`config.mk`:
```
export PLATFORM = sky130hd
export DESIGN_NAME = asc_switch_ctrl
export DESIGN_NICKNAME = d
export VERILOG_FILES = /design/src/hdl/asc_pkg.sv /design/src/hdl/asc_pin_sync.sv /design/src/hdl/asc_switch_ctrl.sv /design/src/hdl/asc_switch_decode.sv
export SDC_FILE = /design/constraint.sdc
export NUM_CORES = 1
export LEC_CHECK = 0
export BUFFER_PORTS_ARGS = -buffer_cell sky130_fd_sc_hd__buf_2
export CAP_MARGIN = 30
export CORE_MARGIN = 1.5
export CORE_UTILIZATION = 35
export DETAILED_ROUTE_END_ITERATION = 16
export SLEW_MARGIN = 20
export SYNTH_ARGS = -nofsm -noshare
export SYNTH_HDL_FRONTEND = slang
export SYNTH_SLANG_ARGS = --single-unit
```
`constraint.sdc`:
```
create_clock -name I_CLOCK -period 5.1 [get_ports I_CLOCK]
set_clock_uncertainty 0.2 [all_clocks]
set_input_delay 0.255 -clock I_CLOCK [delete_from_list [all_inputs] [get_ports I_CLOCK]]
set_output_delay 0.255 -clock I_CLOCK [all_outputs]
set_load 0.1 [all_outputs]
```
`src/hdl/asc_pkg.sv`:
```
// Purpose: Shared constants and carriers for the analog switch control logic
// Assumes: One 40 MHz clock; register writes arrive already decoded
// Notes: Pin mode codes for switch control are our own choice of encoding

package asc_pkg;

  // Clock figure, kept for reference by any timing derivation
  localparam int CLK_PERIOD_NS = 25;

  localparam int PIN_COUNT = 4;
  localparam int MODE_W = 4;
  localparam int SW_CTRL_W = 8;
  localparam int PIN_MODE_W = PIN_COUNT * MODE_W;

  // Reset values
  localparam logic [7:0] SW_CTRL_RESET = 8'h00;
  localparam logic [15:0] PIN_MODE_RESET = 16'h0000;
  localparam logic [7:0] DRIVE_RESET = 8'h00;

  // Switch control register bit positions, MSB first
  localparam int CONV_A_POS = 7;
  localparam int CONV_B_POS = 6;
  localparam int AMP1_POS = 5;
  localparam int AMP2_POS = 4;
  localparam int CO1_LSB = 2;
  localparam int CO2_LSB = 0;

  // Changeover field: bit 1 selects exclusive paths, bit 0 is the level
  localparam int CO_EXCL_BIT = 1;
  localparam int CO_LEVEL_BIT = 0;

  // Pin mode codes that assign a pin to a switch
  localparam logic [3:0] MODE_CONV_A = 4'h4;
  localparam logic [3:0] MODE_CONV_B = 4'h5;
  localparam logic [3:0] MODE_AMP1 = 4'h6;
  localparam logic [3:0] MODE_AMP2 = 4'h7;
  localparam logic [3:0] MODE_CO1 = 4'h8;
  localparam logic [3:0] MODE_CO2 = 4'h9;

  typedef struct packed {
    logic conv_a;
    logic conv_b;
    logic amp1;
    logic amp2;
    logic [1:0] co1;
    logic [1:0] co2;
  } asc_sw_ctrl_t;

  typedef struct packed {
    logic conv_a;
    logic conv_b;
    logic amp1;
    logic amp2;
    logic co1_no;
    logic co1_nc;
    logic co2_no;
    logic co2_nc;
  } asc_sw_drive_t;

endpackage

```
`src/hdl/asc_pin_sync.sv`:
```
// Purpose: Two-stage synchroniser for the digital programmable pins
// Assumes: Pins are asynchronous to the clock
// Notes: First stage feeds only the second stage
`timescale 1ns/1ps
`default_nettype none

module asc_pin_sync (
  input wire logic i_clk,
  input wire logic i_rst,
  input wire logic [3:0] i_pin,
  output logic [3:0] o_pin
);

  logic [3:0] meta_r;
  logic [3:0] sync_r;

  genvar g;
  generate
    for (g = 0; g < asc_pkg::PIN_COUNT; g++) begin : g_bit
      always_ff @(posedge i_clk or posedge i_rst) begin
        if (i_rst) begin
          meta_r[g] <= 1'b0;
          sync_r[g] <= 1'b0;
        end else begin
          meta_r[g] <= i_pin[g];
          sync_r[g] <= meta_r[g];
        end
      end
    end
  endgenerate

  assign o_pin = sync_r;

endmodule

`default_nettype wire

```
`src/hdl/asc_switch_ctrl.sv`:
```
// Purpose: Analog switch control register bank with pin override
// Assumes: Register writes come decoded from the serial interface on I_CLOCK
// Notes: Outputs are registered from next-state values, so no extra lag
//
// Overview of operation
// - Register bit or assigned pin closes converter A
// - Converter A opens only when all sources low
// - Pins not assigned count as zero
// - Two-converter variant: converter B bit-or-pins closes
// - Amplifier 1 switch closes on bit or pins
// - Two-amplifier variant: amplifier 2 bit-or-pins closes
// - Mode upper 0: both changeover paths follow level
// - Mode upper 1: normally-open follows, normally-closed inverts
// - Changeover 2 uses identical encoding
// - All control bits reset to zero
// - Register layout MSB: A, B, amp1, amp2, fields
// - Per-pin four-bit mode fields, reset zero
`timescale 1ns/1ps
`default_nettype none

module asc_switch_ctrl #(
  parameter bit TWO_CONV = 1'b1
) (
  input wire logic I_CLOCK,
  input wire logic I_RST,
  input wire logic [3:0] i_DIGITAL_PROG_PIN,
  input wire logic i_SW_CTRL_WE,
  input wire logic [7:0] i_SW_CTRL_WDATA,
  input wire logic i_PIN_MODE_WE,
  input wire logic [15:0] i_PIN_MODE_WDATA,
  output logic [7:0] o_SW_CTRL_RDATA,
  output logic [15:0] o_PIN_MODE_RDATA,
  output logic o_CONV_A_SW,
  output logic o_CONV_B_SW,
  output logic o_AMP1_SW,
  output logic o_AMP2_SW,
  output logic o_CO1_NO_SW,
  output logic o_CO1_NC_SW,
  output logic o_CO2_NO_SW,
  output logic o_CO2_NC_SW,
  output logic [3:0] o_PIN_ASSIGNED,
  output logic [3:0] o_PIN_LEVEL
);

  asc_pkg::asc_sw_ctrl_t sw_ctrl_r;
  asc_pkg::asc_sw_ctrl_t sw_ctrl_nxt;
  logic [15:0] pin_mode_r;
  logic [15:0] pin_mode_nxt;
  logic [3:0] pin_sync;
  asc_pkg::asc_sw_drive_t drive_nxt;
  logic [3:0] assigned_nxt;
  logic [7:0] rdata_nxt;

  // Pins are asynchronous; their lag is the two synchroniser stages plus the output flop
  asc_pin_sync u_sync (
    .i_clk(I_CLOCK),
    .i_rst(I_RST),
    .i_pin(i_DIGITAL_PROG_PIN),
    .o_pin(pin_sync)
  );

  // Next register values, shared by storage and drive decode
  always_comb begin
    sw_ctrl_nxt = sw_ctrl_r;
    if (i_SW_CTRL_WE) begin
      sw_ctrl_nxt = asc_pkg::asc_sw_ctrl_t'(i_SW_CTRL_WDATA);
    end
  end

  always_comb begin
    pin_mode_nxt = pin_mode_r;
    if (i_PIN_MODE_WE) begin
      pin_mode_nxt = i_PIN_MODE_WDATA;
    end
  end

  always_ff @(posedge I_CLOCK or posedge I_RST) begin
    if (I_RST) begin
      sw_ctrl_r <= asc_pkg::asc_sw_ctrl_t'(asc_pkg::SW_CTRL_RESET);
    end else begin
      sw_ctrl_r <= sw_ctrl_nxt;
    end
  end

  always_ff @(posedge I_CLOCK or posedge I_RST) begin
    if (I_RST) begin
      pin_mode_r <= asc_pkg::PIN_MODE_RESET;
    end else begin
      pin_mode_r <= pin_mode_nxt;
    end
  end

  // Decode from next values so a write shows on the same edge it lands
  asc_switch_decode #(
    .TWO_CONV(TWO_CONV)
  ) u_dec (
    .i_ctrl(sw_ctrl_nxt),
    .i_pin_mode(pin_mode_nxt),
    .i_pin(pin_sync),
    .o_drive(drive_nxt),
    .o_assigned(assigned_nxt)
  );

  // Don't-care bit of the absent switch reads as zero
  always_comb begin
    rdata_nxt = sw_ctrl_nxt;
    if (TWO_CONV) begin
      rdata_nxt[asc_pkg::AMP2_POS] = 1'b0;
    end else begin
      rdata_nxt[asc_pkg::CONV_B_POS] = 1'b0;
    end
  end

  always_ff @(posedge I_CLOCK or posedge I_RST) begin
    if (I_RST) begin
      o_SW_CTRL_RDATA <= asc_pkg::SW_CTRL_RESET;
    end else begin
      o_SW_CTRL_RDATA <= rdata_nxt;
    end
  end

  always_ff @(posedge I_CLOCK or posedge I_RST) begin
    if (I_RST) begin
      o_PIN_MODE_RDATA <= asc_pkg::PIN_MODE_RESET;
    end else begin
      o_PIN_MODE_RDATA <= pin_mode_nxt;
    end
  end

  // Feedback switches
  always_ff @(posedge I_CLOCK or posedge I_RST) begin
    if (I_RST) begin
      o_CONV_A_SW <= 1'b0;
    end else begin
      o_CONV_A_SW <= drive_nxt.conv_a;
    end
  end

  always_ff @(posedge I_CLOCK or posedge I_RST) begin
    if (I_RST) begin
      o_CONV_B_SW <= 1'b0;
    end else begin
      o_CONV_B_SW <= drive_nxt.conv_b;
    end
  end

  always_ff @(posedge I_CLOCK or posedge I_RST) begin
    if (I_RST) begin
      o_AMP1_SW <= 1'b0;
    end else begin
      o_AMP1_SW <= drive_nxt.amp1;
    end
  end

  always_ff @(posedge I_CLOCK or posedge I_RST) begin
    if (I_RST) begin
      o_AMP2_SW <= 1'b0;
    end else begin
      o_AMP2_SW <= drive_nxt.amp2;
    end
  end

  // Changeover switches; reset leaves both paths open
  always_ff @(posedge I_CLOCK or posedge I_RST) begin
    if (I_RST) begin
      o_CO1_NO_SW <= 1'b0;
      o_CO1_NC_SW <= 1'b0;
    end else begin
      o_CO1_NO_SW <= drive_nxt.co1_no;
      o_CO1_NC_SW <= drive_nxt.co1_nc;
    end
  end

  always_ff @(posedge I_CLOCK or posedge I_RST) begin
    if (I_RST) begin
      o_CO2_NO_SW <= 1'b0;
      o_CO2_NC_SW <= 1'b0;
    end else begin
      o_CO2_NO_SW <= drive_nxt.co2_no;
      o_CO2_NC_SW <= drive_nxt.co2_nc;
    end
  end

  // Status: which pins hold any switch mode code, absent switch included, and their sampled levels
  always_ff @(posedge I_CLOCK or posedge I_RST) begin
    if (I_RST) begin
      o_PIN_ASSIGNED <= 4'h0;
      o_PIN_LEVEL <= 4'h0;
    end else begin
      o_PIN_ASSIGNED <= assigned_nxt;
      o_PIN_LEVEL <= pin_sync;
    end
  end

endmodule

`default_nettype wire

```
`src/hdl/asc_switch_decode.sv`:
```
// Purpose: Combinational switch drive from register bits and assigned pins
// Assumes: Pins already synchronised
// Notes: Pins in any other mode count as zero
`timescale 1ns/1ps
`default_nettype none

module asc_switch_decode #(
  parameter bit TWO_CONV = 1'b1
) (
  input wire asc_pkg::asc_sw_ctrl_t i_ctrl,
  input wire logic [15:0] i_pin_mode,
  input wire logic [3:0] i_pin,
  output var asc_pkg::asc_sw_drive_t o_drive,
  output logic [3:0] o_assigned
);

  logic [3:0] on_conv_a;
  logic [3:0] on_conv_b;
  logic [3:0] on_amp1;
  logic [3:0] on_amp2;
  logic [3:0] on_co1;
  logic [3:0] on_co2;
  logic [3:0] used;

  genvar g;
  generate
    for (g = 0; g < asc_pkg::PIN_COUNT; g++) begin : g_pin
      logic [3:0] md;
      assign md = i_pin_mode[g*asc_pkg::MODE_W +: asc_pkg::MODE_W];
      // Unassigned pins masked to zero
      assign on_conv_a[g] = i_pin[g] & (md == asc_pkg::MODE_CONV_A);
      assign on_conv_b[g] = i_pin[g] & (md == asc_pkg::MODE_CONV_B);
      assign on_amp1[g] = i_pin[g] & (md == asc_pkg::MODE_AMP1);
      assign on_amp2[g] = i_pin[g] & (md == asc_pkg::MODE_AMP2);
      assign on_co1[g] = i_pin[g] & (md == asc_pkg::MODE_CO1);
      assign on_co2[g] = i_pin[g] & (md == asc_pkg::MODE_CO2);
      assign used[g] = (md == asc_pkg::MODE_CONV_A) | (md == asc_pkg::MODE_CONV_B) |
                       (md == asc_pkg::MODE_AMP1) | (md == asc_pkg::MODE_AMP2) |
                       (md == asc_pkg::MODE_CO1) | (md == asc_pkg::MODE_CO2);
    end
  endgenerate

  logic co1_act;
  logic co2_act;

  always_comb begin
    o_drive = '0;
    co1_act = i_ctrl.co1[asc_pkg::CO_LEVEL_BIT] | (|on_co1);
    co2_act = i_ctrl.co2[asc_pkg::CO_LEVEL_BIT] | (|on_co2);
    o_drive.conv_a = i_ctrl.conv_a | (|on_conv_a);
    o_drive.amp1 = i_ctrl.amp1 | (|on_amp1);
    if (TWO_CONV) begin
      o_drive.conv_b = i_ctrl.conv_b | (|on_conv_b);
    end else begin
      o_drive.amp2 = i_ctrl.amp2 | (|on_amp2);
    end
    o_drive.co1_no = co1_act;
    o_drive.co1_nc = i_ctrl.co1[asc_pkg::CO_EXCL_BIT] ? ~co1_act : co1_act;
    o_drive.co2_no = co2_act;
    o_drive.co2_nc = i_ctrl.co2[asc_pkg::CO_EXCL_BIT] ? ~co2_act : co2_act;
  end

  assign o_assigned = used;

endmodule

`default_nettype wire
```
# Yosys cells after proc, flatten, opt, wreduce, memory -nomap -nowiden
# Index checks and enable logic that the tools add are counted.
[totals]
reg_bits = 54
inputBits = 32
elab_cells = 105
[classes]
muxes = 4
n_reduce_logical = 5
n_bitwise = 47
n_eq_ne = 24
[op_table]
columns = ["op", "count"]
rows = [
  ["== test 4 x 3 -> 1 bit (second input constant)", 16],
  ["== test 4 bit (second input constant)", 8],
  ["bitwise OR 1 bit", 25],
  ["bitwise AND 1 bit", 20],
  ["OR reduction 4 bit", 5],
  ["two-way mux 16 bit", 1],
  ["two-way mux 8 bit", 1],
  ["two-way mux 1 bit", 2],
  ["NOT 1 bit", 2],
]

# Depth between registers and ports, before layout
# Gate-level depths: netlist (run 1).
[depth]
word_depth = 7
mapped_depth = 8
ltp_nobuf = 5

# Cells and area by module
# A second synthesis (run 1) with hierarchy kept.
[unflattened]
hier_cells = 139
area_unflattened_um2 = 1949.4
[by_module_without_submodules]
columns = ["module", "area_each_um2", "instances", "cells_per_inst"]
rows = [
  ["asc_switch_ctrl", 1412.6, 1, 77],
  ["asc_switch_decode", 332.8, 1, 53],
  ["asc_pin_sync", 203.9, 1, 9],
]

# Worst setup path before layout (run 1)
# No wires, ideal clock.
[synth_path]
path_type = "register to register"
start = "register o_PIN_MODE_RDATA[1] (netlist name)"
end = "register o_CO2_NC_SW"
path_buffers = 0
arrival_time_ns = 2.038
synth_period_minus_slack_ns = 2.360
setup_time_ns = 0.122
setup_slack_ns = 2.740
stages_incl_launch_ff = 6
path_cell_list = "dfrtp_1 > nor3b_1 > a21oi_2 > o22ai_1 > or4b_4 > xor2_1"
[synth_rtl]
columns = ["element", "line", "rtl"]
rows = [
  ["end signal, assigned", "asc_switch_ctrl.sv:180", "o_CO2_NC_SW <= drive_nxt.co2_nc;"],
  ["end, declared", "asc_switch_ctrl.sv:40", "output logic o_CO2_NC_SW,"],
]

==> impl_metrics.yaml, run 1 <==
final_layout:
  nets: 271
  antennaDiodeCount: 0
  area_delta_synth_final_pct: 27.73
  drive_gt1_share_pct: 43.75
run:
  max-cap-violations: 0
drt:
  initialDrtViolationCount: 63
  highest_layer: "met4"
  vias: 1498
  drt_first_pass_iters: 5
  wl_met2_um: 1954
  wire_per_inst_um: 13.49
  postRouteAntennaNets: 0
  viasPerCell: 4.801
  drc: 0
  wl_met1_um: 1940
  routed_wl_um: 4208
  dr_wl_met3_um: 263
clock_network:
  clock_latency_ps: 300
  cts_root_buf: "clkbuf_8"
  hold_buffers: 5
  cts-buffers-inserted: 5
  cts_sinks: 46
  cts_max_level: 2
  ctsLongestPathBuffers: 2
  clk_pin_slew_ps: 90
  cts_tree: "built"
  cts_resized: 0
  post_cts_buffers: 0
grt:
  grt_first_pass_wirelength_um: 6734
  antenna_found_initial: 0
  grt_usage_pct: 14.33
  grt_pass1_vias: 1437
  grt_max_degree: 47
  gr-total-overflow: 0
yosys:
  yosysTopAreaCell: "dfrtp_1"
  yosysUniqueCellTypes: 45
  synth_cells: 163
  synth_area_leaders: "dfrtp_1, mux2_2, nor2_1"
  synth_flop_cell: "dfrtp_1"
  syn_area_mm2: 0.002008
  synth_edf_count: 0
  avgSynthCellArea_um2: 12.32
  yosysWarnings: 0
  synth_top_area_share_pct: 57.32
  synth_seq_cells: 46
  ys_async_sr_fraction_pct: 100.0
  yosysSeqAreaShare_pct: 57.32
sta:
  tns_ps: 0
  drv_slew: 0
  finalHoldViolations: 0
  period_minus_slack_ps: 2182
  worstMarginPinSlew_ps: 742.3
  slew_headroom_pct: 50.51
  holdWs_ps: 10.04
  fin_crit_sh_pct: 42.79
  max_freq_ghz: 0.4582
  rsz0062_at_grt: "no"
  setup_viol: 0
worst_setup_path:
  worstSetupStartpointType: "primary input"
  worstReg2RegStart: "o_PIN_MODE_RDATA[15]$_DFF_PP0_"
  critPathMaxFanout: 37
  crit_path_end_kind: "flip-flop"
  cp.required_ps: 5100
  cp.arrival_ps: 2180
  crit_start: "i_PIN_MODE_WE"
  reg2reg_depth: 5
  criticalPathCategory: "in -> reg"
floorplan:
  die_w_um: 78.75
  initial_core_util_pct: 36.47
  die_h_um: 78.75
  rows: 27
  core_region_area_mm2: 0.005507
  ios: 72
  fp.dieArea_mm2: 0.006201
worst_hold_path:
  hp-class: "in -> reg"
  min_from: "i_SW_CTRL_WDATA[3]"
  hold_depth: 2
placed_design:
  io_buffers: 68
  post-dp-hpwl_um: 3128
  gp_congestion: 0.7768
run_status:
  outcome: "complete, no violations"
pwr:
  ir_worst_vdd_mv: 0.1755
  power_density_mw_per_mm2: 405.0
  p_leak_nw: 1.202
==> final timing paths <==
kind	to	slack (ps)
setup / recovery	o_CO1_NC_SW$_DFF_PP0_	2920
min in group asynchronous	sw_ctrl_r[0]$_DFF_PP0_	360
max in group asynchronous	o_PIN_LEVEL[0]$_DFF_PP0_	3840
setup reg to reg	o_CO1_NC_SW$_DFF_PP0_	3170
hold reg to reg	u_sync.o_pin[3]$_DFF_PP0_	150
hold / removal	o_SW_CTRL_RDATA[3]$_DFF_PP0_	10
==> area by class of cell <==
class	count	area, um^2
tap	72	90.09
clock inverter	3	21.27
timing repair buffer	75	427.9
multi-input combinational	98	757.0
sequential	46	1151
fill	543	2942
clock buffer	5	68.82
inverter	13	48.80
==> synth_stat cells, types with 2 or more instances <==
cell type,instances
a31oi_1,4
dfrtp_1,46
mux2_4,2
nand3_1,3
a21oi_1,2
nand2b_1,4
nor3b_1,3
buf_2,2
o21ai_1,2
nand3b_1,2
mux2i_1,2
inv_1,12
o211ai_2,2
nor2b_1,2
o32ai_1,2
buf_4,2
o22ai_1,3
a32o_1,3
nor4bb_1,2
nor3_1,4
xor2_1,2
mux2_2,17
nor2_1,13
o21ai_0,2
nand2_1,5
==> placed cells by master (no fill, tap or decap), types with 2 or more instances in the layout <==
cell            n
o32ai_1         2
nor3_1          4
a31oi_1         4
dlygate4sd3_1   6
clkbuf_8        5
dfrtp_1        46
o21ai_1         2
nor2b_1         2
nor2_1         13
o22ai_1         3
mux2_4          2
nand3_1         3
xor2_1          2
nand3b_1        2
mux2i_1         2
a32o_1          3
nand2b_1        4
buf_2          68
conb_1          2
a21oi_1         2
o211ai_2        2
inv_2           2
inv_1          11
o21ai_0         2
nor4bb_1        2
mux2_2         17
nor3b_1         3
nand2_1         5
==> sequential cells by signal, indices dropped and copies added, names as in the netlist, 2 cells and up <==
name	cells
o_PIN_ASSIGNED	4
o_PIN_LEVEL	4
o_PIN_MODE_RDATA	16
o_SW_CTRL_RDATA	5
sw_ctrl_r	2
u_sync.meta_r	4
u_sync.o_pin	4
==> routing by layer <==
layer,track usage (%),vias to the layer above
met5,0,-
met4,4.286,0
met3,4.023,7
met2,22.67,51
met1,19.14,710
li1,-,730
==> where the power goes <==
| group | internal, mW | leakage, nW | switching (mW) |
|---|---|---|---|
| clock | 0.0964 | 0.0441 | 0.127 |
| sequential | 0.400 | 0.536 | 0.0205 |
| combinational | 0.0739 | 0.622 | 0.321 |
==> through the flow <==
stage / util [%] / setup WS, ps / area (um^2) / cells / total power [mW]
6_report: 46.58 / 2918 / 2565 / 312 / 1.039
5_1_grt: 46.58 / 2794 / 2565 / 312 / 1.083
4_1_cts: 45.90 / 2913 / 2527 / 310 / 1.045
3_5_place_dp: 43.35 / 2588 / 2387 / 297 / 0.8195
3_3_place_gp: 43.35 / 2602 / 2387 / 297 / 0.8179
2_1_floorplan: - / 2740 / 2012 / 164 / 0.7524
==> critical path, cell delays in order <==
cell	delay (ps)
buf_2	570
inv_1	290
a21oi_2	230
o32ai_1	120
or4_4	540
xor2_1	150
==> logic make-up after synthesis <==
logic type | Yosys count | synth area share, %
AND/OR/NAND/NOR | 46 | 13.40
XOR/XNOR | 2 | 0.8724
flip-flops | 46 | 57.32
multiplexers | 23 | 13.71
other | 1 | 0.1867
buffers and inverters | 20 | 5.170
AO/OA/AOI/OAI | 25 | 9.346
Power figures use the tool's default switching activity.
==> inputs of run 2 (changes only) <==
==> constraint.sdc (replaced) <==
create_clock -name I_CLOCK -period 2 [get_ports I_CLOCK]
set_clock_uncertainty 0.2 [all_clocks]
set_input_delay 0.1 -clock I_CLOCK [delete_from_list [all_inputs] [get_ports I_CLOCK]]
set_output_delay 0.1 -clock I_CLOCK [all_outputs]
set_load 0.1 [all_outputs]
==> run 2 against run 1 <==
Against the previous run:
- count of clock-buffer cells in the layout increased by 3
- cell count increased by 11%
- design area increased by 13%
- sequential power increased to 2.6 times the previous value
- register-to-register slack got worse by 3100 ps
- via count increased by 9.3%
- global-route usage increased by 1.4 points
- setup slack got worse by 2900 ps
- critical path type is now reg -> reg
- critical endpoint is now o_CO2_NC_SW$_DFF_PP0_
- largest cell class unchanged
- largest power group unchanged
- highest routed layer unchanged
==> impl_metrics.yaml, run 2 (synthesis gave the netlist of run 1 again) <==
placed_design:
  io_buffers: 68
  gp_congestion: 0.7882
  post-dp-hpwl_um: 3354
  place_area_mm2: 0.002492
worst_setup_path:
  crit_buf_inv: 0
  crit_family: "simple AND/OR/NAND/NOR gates"
  r2r-end: "o_CO2_NC_SW$_DFF_PP0_"
  worstReg2RegStart: "o_PIN_MODE_RDATA[15]$_DFF_PP0_"
  reg2reg_depth: 5
  reg2reg_slack_ps: 70
  criticalPathCategory: "reg -> reg"
  critPathMaxStageDelay_ps: 530
  path_cells: "mux2_4 -> o211ai_4 -> o22ai_2 -> or4b_4 -> xor2_1"
  path_depth: 5
  critPathMaxFanout: 3
  worstSetupStartpointType: "flip-flop"
  crit_path_end_kind: "flip-flop"
  cp.required_ps: 1990
  cp.arrival_ps: 1920
  slowest_stage: "or4b_4"
drt:
  drc: 0
  viasPerCell: 4.731
  postRouteAntennaNets: 0
  initialDrtViolationCount: 64
  wire_per_inst_um: 13.72
  vias: 1637
  routed_wl_um: 4747
  drt_first_pass_iters: 4
floorplan:
  initial_core_util_pct: 36.47
  ios: 72
  die_h_um: 78.75
  rows: 27
  fp.dieArea_mm2: 0.006201
  core_region_area_mm2: 0.005507
  die_w_um: 78.75
grt:
  grt_usage_pct: 15.69
  gr-total-overflow: 0
  antenna_found_initial: 0
  grt_max_degree: 34
  grt_first_pass_wirelength_um: 7320
  grt_pass1_vias: 1612
pwr:
  p_leak_nw: 1.326
  p_int_mw: 1.548
  ir_worst_vdd_mv: 0.4514
  p_switching_mw: 1.180
  power_frac_seq_pct: 39.8
  power_density_mw_per_mm2: 939.1
  clkPwrFrac_pct: 21.0
  comb_power_share_pct: 39.2
  power_switching_share_pct: 43.26
worst_hold_path:
  min_to: "o_SW_CTRL_RDATA[1]$_DFF_PP0_"
  min_from: "i_SW_CTRL_WE"
  hp-class: "in -> reg"
  hold_depth: 2
clock_network:
  cts_sinks: 46
  clock_latency_ps: 290
  cts-buffers-inserted: 5
  cts_max_level: 2
  cts_tree: "built"
  cts_root_buf: "clkbuf_8"
  clk_pin_slew_ps: 80
  ctsLongestPathBuffers: 2
sta:
  max_freq_ghz: 0.5169
  slew_headroom_pct: 53.99
  tns_ps: 0
  finalHoldViolations: 0
  worstMarginPinSlew_ps: 689.2
  fin_crit_sh_pct: 96.73
  period_minus_slack_ps: 1935
  drv_slew: 0
  setup_viol: 0
final_layout:
  regArea_mm2: 0.001181
  largest_reg_flops: 16
  final_cell_area_mm2: 0.002905
  drive_gt1_share_pct: 48.18
  regMostFlops: "o_PIN_MODE_RDATA"
  nets: 305
  area_delta_synth_final_pct: 44.67
  mostFrequentLayoutCells: "buf_2, dlygate4sd3_1, dfrtp_1"
  layout_commonest_cell: "buf_2"
  multi_input_area_um2: 772.0
  reg_top3: "o_PIN_MODE_RDATA: 16 flops, o_SW_CTRL_RDATA: 5 flops"
  fill_cells: 491
  antennaDiodeCount: 0
run_status:
  outcome: "complete, no violations"
run:
  max-cap-violations: 0
[run 2: worst max-delay path by stage]
stage / from / to / slack [ps]
after floorplan: o_PIN_MODE_RDATA[15]$_DFF_PP0_ / o_CO2_NC_SW$_DFF_PP0_ / -70
after global placement: i_PIN_MODE_WE / o_CO2_NC_SW$_DFF_PP0_ / 20
after detailed placement: i_PIN_MODE_WE / o_CO2_NC_SW$_DFF_PP0_ / 10
after CTS: o_PIN_MODE_RDATA[15]$_DFF_PP0_ / o_CO2_NC_SW$_DFF_PP0_ / 50
after global routing: o_PIN_MODE_RDATA[15]$_DFF_PP0_ / o_CO2_NC_SW$_DFF_PP0_ / -0.05
final: o_PIN_MODE_RDATA[15]$_DFF_PP0_ / o_CO2_NC_SW$_DFF_PP0_ / 70
[run 2: cell type report]
type                       count  area share [%]
inverter                      13           1.680
timing repair buffer         109           24.89
clock buffer                   8           3.101
multi-input combinational     98           26.57
tap                           72           3.101
sequential                    46           40.65
[run 2: timing repair]
item	CTS	global route
buffers inserted	0	1
endpoints found under the setup margin	0	1
resized for setup	0	2
hold buffers	30	0
endpoints found under the hold margin	68	0
[run 2: per-stage QoR]
stage                     cells  utilization [%]  setup slack, ps  hold WS (ps)  power, mW
after floorplan             164                -           -73.74        -68.57      1.930
after global placement      307            45.26            22.83         7.450      2.117
after detailed placement    307            45.26            12.07         9.332      2.123
after CTS                   345            52.35            51.87         4.964      2.747
after global routing        346            52.76         -0.04552         13.57      2.843
final                       346            52.76            65.44         11.34      2.728
[run 2: metal layers]
| metal | vias to the layer above | routed length (um) | part of all wire [%] | track usage (%) |
|---|---|---|---|---|
| met1 | 792 | 2051 | 43 | 18.50 |
| li1 | 795 | - | - | - |
| met5 | - | 0 | 0 | 0 |
| met2 | 44 | 2401 | 51 | 27.41 |
| met3 | 6 | 232 | 4.9 | 4.368 |
| met4 | 0 | 61 | 1.3 | 5.357 |
[run 2: power by group through the flow]
stage	registers (mW)	clock network (mW)	logic, mW
finish	1.09	0.574	1.07
global route	1.10	0.635	1.11
CTS	1.09	0.594	1.07
detailed placement	1.11	0	1.02
global placement	1.10	0	1.01
floorplan	1.72	0	0.205
==> inputs of run 3 (changes only) <==
--- a/config.mk
+++ b/config.mk
@@ -5,6 +5,7 @@
 export SDC_FILE = /design/constraint.sdc
 export NUM_CORES = 1
 export LEC_CHECK = 0
+export ABC_AREA = 1
 export BUFFER_PORTS_ARGS = -buffer_cell sky130_fd_sc_hd__buf_2
 export CAP_MARGIN = 30
 export CORE_MARGIN = 1.5
==> constraint.sdc (replaced) <==
create_clock -name I_CLOCK -period 2 [get_ports I_CLOCK]
set_clock_uncertainty 0.2 [all_clocks]
set_input_delay 0.2 -clock I_CLOCK [delete_from_list [all_inputs] [get_ports I_CLOCK]]
set_output_delay 0.2 -clock I_CLOCK [all_outputs]
set_load 0.1 [all_outputs]
==> run 3 against run 2 <==
Against the previous run:
- worst hold slack gained 7.2 ps
- power grew 0.71%
- synthesized cell count grew 31%
- critical path depth grew 5
- area after synthesis grew 4.2%
- global-route usage shrank 1.4 points
- combinational power shrank 6%
- die area grew 4.0%
- via count shrank 0.18%
- clock power grew 20%
- critical path type is now in -> reg
- largest power group unchanged
==> impl_metrics.yaml, run 3 <==
yosys:
  yosysUniqueCellTypes: 26
  synth_area_leaders: "dfrtp_1, nand2_1, nand2_4"
  synth_flop_cell: "dfrtp_1"
  synth_top_family_by_area: "simple AND/OR/NAND/NOR gates"
  synth_seq_cells: 46
  ys_async_sr_fraction_pct: 100.0
  synth_edf_count: 0
  muxShareOfSynthArea_pct: 1.615
  yosysSeqAreaShare_pct: 55.02
  synth_fa_ha_area_share_pct: 0
  avgSynthCellArea_um2: 9.822
  yosysWarnings: 0
  synth_xor_area_share_pct: 0
  synth_cells: 213
  syn_area_mm2: 0.002092
  synth_most_common_cell: "nand2_1"
  yosysTopAreaCell: "dfrtp_1"
  synth.top_cells.by_count: "nand2_1, dfrtp_1, inv_1"
  synth_top_area_share_pct: 55.02
  synthSimpleGateAreaFrac_pct: 31.58
  synth_compound_area_share_pct: 2.871
pwr:
  power_density_mw_per_mm2: 981.3
  p_leak_nw: 1.473
  ir_worst_vdd_mv: 0.6944
grt:
  grt_pass1_vias: 1639
  grt_usage_pct: 14.30
  grt_first_pass_wirelength_um: 7120
  antenna_found_initial: 0
  grt_max_degree: 46
  gr-total-overflow: 0
sta:
  holdWs_ps: 18.55
  finalHoldViolations: 0
  fin_ws_ps: 378.6
  setup_viol: 0
  drv_slew: 0
  period_minus_slack_ps: 1621
  max_freq_ghz: 0.6168
  rsz0062_at_grt: "no"
  fin_crit_sh_pct: 81.07
  tns_ps: 0
floorplan:
  rows: 27
  initial_core_util_pct: 37.08
  die_w_um: 80.31
  fp.dieArea_mm2: 0.006450
  core_region_area_mm2: 0.005642
  die_h_um: 80.31
  ios: 72
clock_network:
  cts-buffers-inserted: 5
  ctsLongestPathBuffers: 2
  clk_pin_slew_ps: 90
  cts_sinks: 46
  cts_max_level: 2
  cts_root_buf: "clkbuf_8"
  cts_tree: "built"
  clock_latency_ps: 290
worst_setup_path:
  worstSetupStartpointType: "primary input"
  reg2reg_depth: 8
  worstSetupEndpoint: "o_CO2_NC_SW$_DFF_PP0_"
  worstReg2RegStart: "o_PIN_MODE_RDATA[11]$_DFF_PP0_"
  cp.required_ps: 2000
  crit_path_end_kind: "flip-flop"
  crit_start: "i_PIN_MODE_WDATA[2]"
  r2r-end: "o_CO2_NC_SW$_DFF_PP0_"
  criticalPathCategory: "in -> reg"
  critPathMaxFanout: 4
  reg2reg_slack_ps: 490
  cp.arrival_ps: 1620
drt:
  initialDrtViolationCount: 34
  wire_per_inst_um: 11.11
  postRouteAntennaNets: 0
  drc: 0
  viasPerCell: 4.323
  vias: 1634
  drt_first_pass_iters: 4
  routed_wl_um: 4200
final_layout:
  nets: 337
  largest_reg_flops: 16
  fill_cells: 557
  utilization_pct: 49.63
  regMostFlops: "o_PIN_MODE_RDATA"
  mostFrequentLayoutCells: "buf_2, nand2_1, dfrtp_1"
  reg_top3: "o_PIN_MODE_RDATA: 16 flops, o_SW_CTRL_RDATA: 5 flops"
  antennaDiodeCount: 0
  layout_commonest_cell: "buf_2"
  drive_gt1_share_pct: 41.18
  area_delta_synth_final_pct: 33.85
  final_cells: 378
placed_design:
  post-dp-hpwl_um: 3070
  dp_slack_ps: 198.7
  place_inst: 352
  io_buffers: 68
  gp_congestion: 0.7388
run_status:
  outcome: "complete, no violations"
worst_hold_path:
  min_from: "i_PIN_MODE_WDATA[4]"
  hp-class: "in -> reg"
run:
  max-cap-violations: 0
-- run 3: cell types whose count changed in the layout (fill, tap and decap cells not counted), sizes merged, moves of 4 or more --
cell / delta
nand2: +68
dlygate4sd3: -12
inv: +19
buf: -7
nor2: +4
nand2b: -4
nand3: +16
mux2: -17
-- run 3: worst min-delay path by stage --
stage / to / slack, ps / cells after the start
floorplan: u_sync.meta_r[0]$_DFF_PP0_ / 30 / 0
finish: o_PIN_MODE_RDATA[4]$_DFF_PP0_ / 20 / 3
global route: o_PIN_MODE_RDATA[15]$_DFF_PP0_ / 50 / 5
global placement: u_sync.meta_r[0]$_DFF_PP0_ / -140 / 2
CTS: o_PIN_MODE_RDATA[4]$_DFF_PP0_ / 9 / 3
detailed placement: u_sync.meta_r[0]$_DFF_PP0_ / -140 / 2
-- run 3: cells by family after synthesis --
| family | count (synthesis) |
|---|---|
| multiplexers | 3 |
| flip-flops | 46 |
| buffers and inverters | 38 |
| AND/OR/NAND/NOR | 114 |
| other | 1 |
| AO/OA/AOI/OAI | 11 |
-- run 3: final cells by class --
type                       count  area [um^2]  share of cell area, %
timing repair buffer          90        563.0                  20.11
tap                           72        90.09                  3.217
multi-input combinational    130        762.0                  27.21
clock inverter                 3        45.04                  1.609
clock buffer                   5        68.82                  2.458
inverter                      32        120.1                  4.290
sequential                    46         1151                  41.11
-- run 3: through the flow --
stage / power [mW] / instance area, um^2
2_1_floorplan: 1.892 / 2096
3_3_place_gp: 2.056 / 2506
3_5_place_dp: 2.061 / 2506
4_1_cts: 2.781 / 2800
5_1_grt: 2.875 / 2800
6_report: 2.748 / 2800
-- run 3: worst max-delay path, cell delays in order --
cell and delay, ps:
dlygate4sd3_1 530, buf_2 120, nand2_1 50, nand2_1 100, nor2_1 220, nand3_1 100
nand2_1 100, inv_1 70, nand3_1 80, nand2_1 50
-- run 3: power by group --
part	internal, mW	total [mW]	switching (mW)
Clock	0.372	0.687	0.315
Sequential	1.01	1.05	0.0362
Combinational	0.183	1.01	0.827
-- run 3: repair_timing --
item,in CTS,in global routing
setup endpoints to repair,0,0
hold buffers,18,0
gates resized for setup,0,0
endpoints found under the hold margin,63,0
setup buffers,0,0
-- run 3: per-layer routing --
layer / vias to the layer above / global-route usage [%] / share of wire [%]
li1: 832 / - / -
met5: - / 0 / 0
met3: 4 / 3.295 / 4.9
met4: 0 / 4.138 / 0.71
met2: 48 / 25.71 / 50
met1: 750 / 16.85 / 44
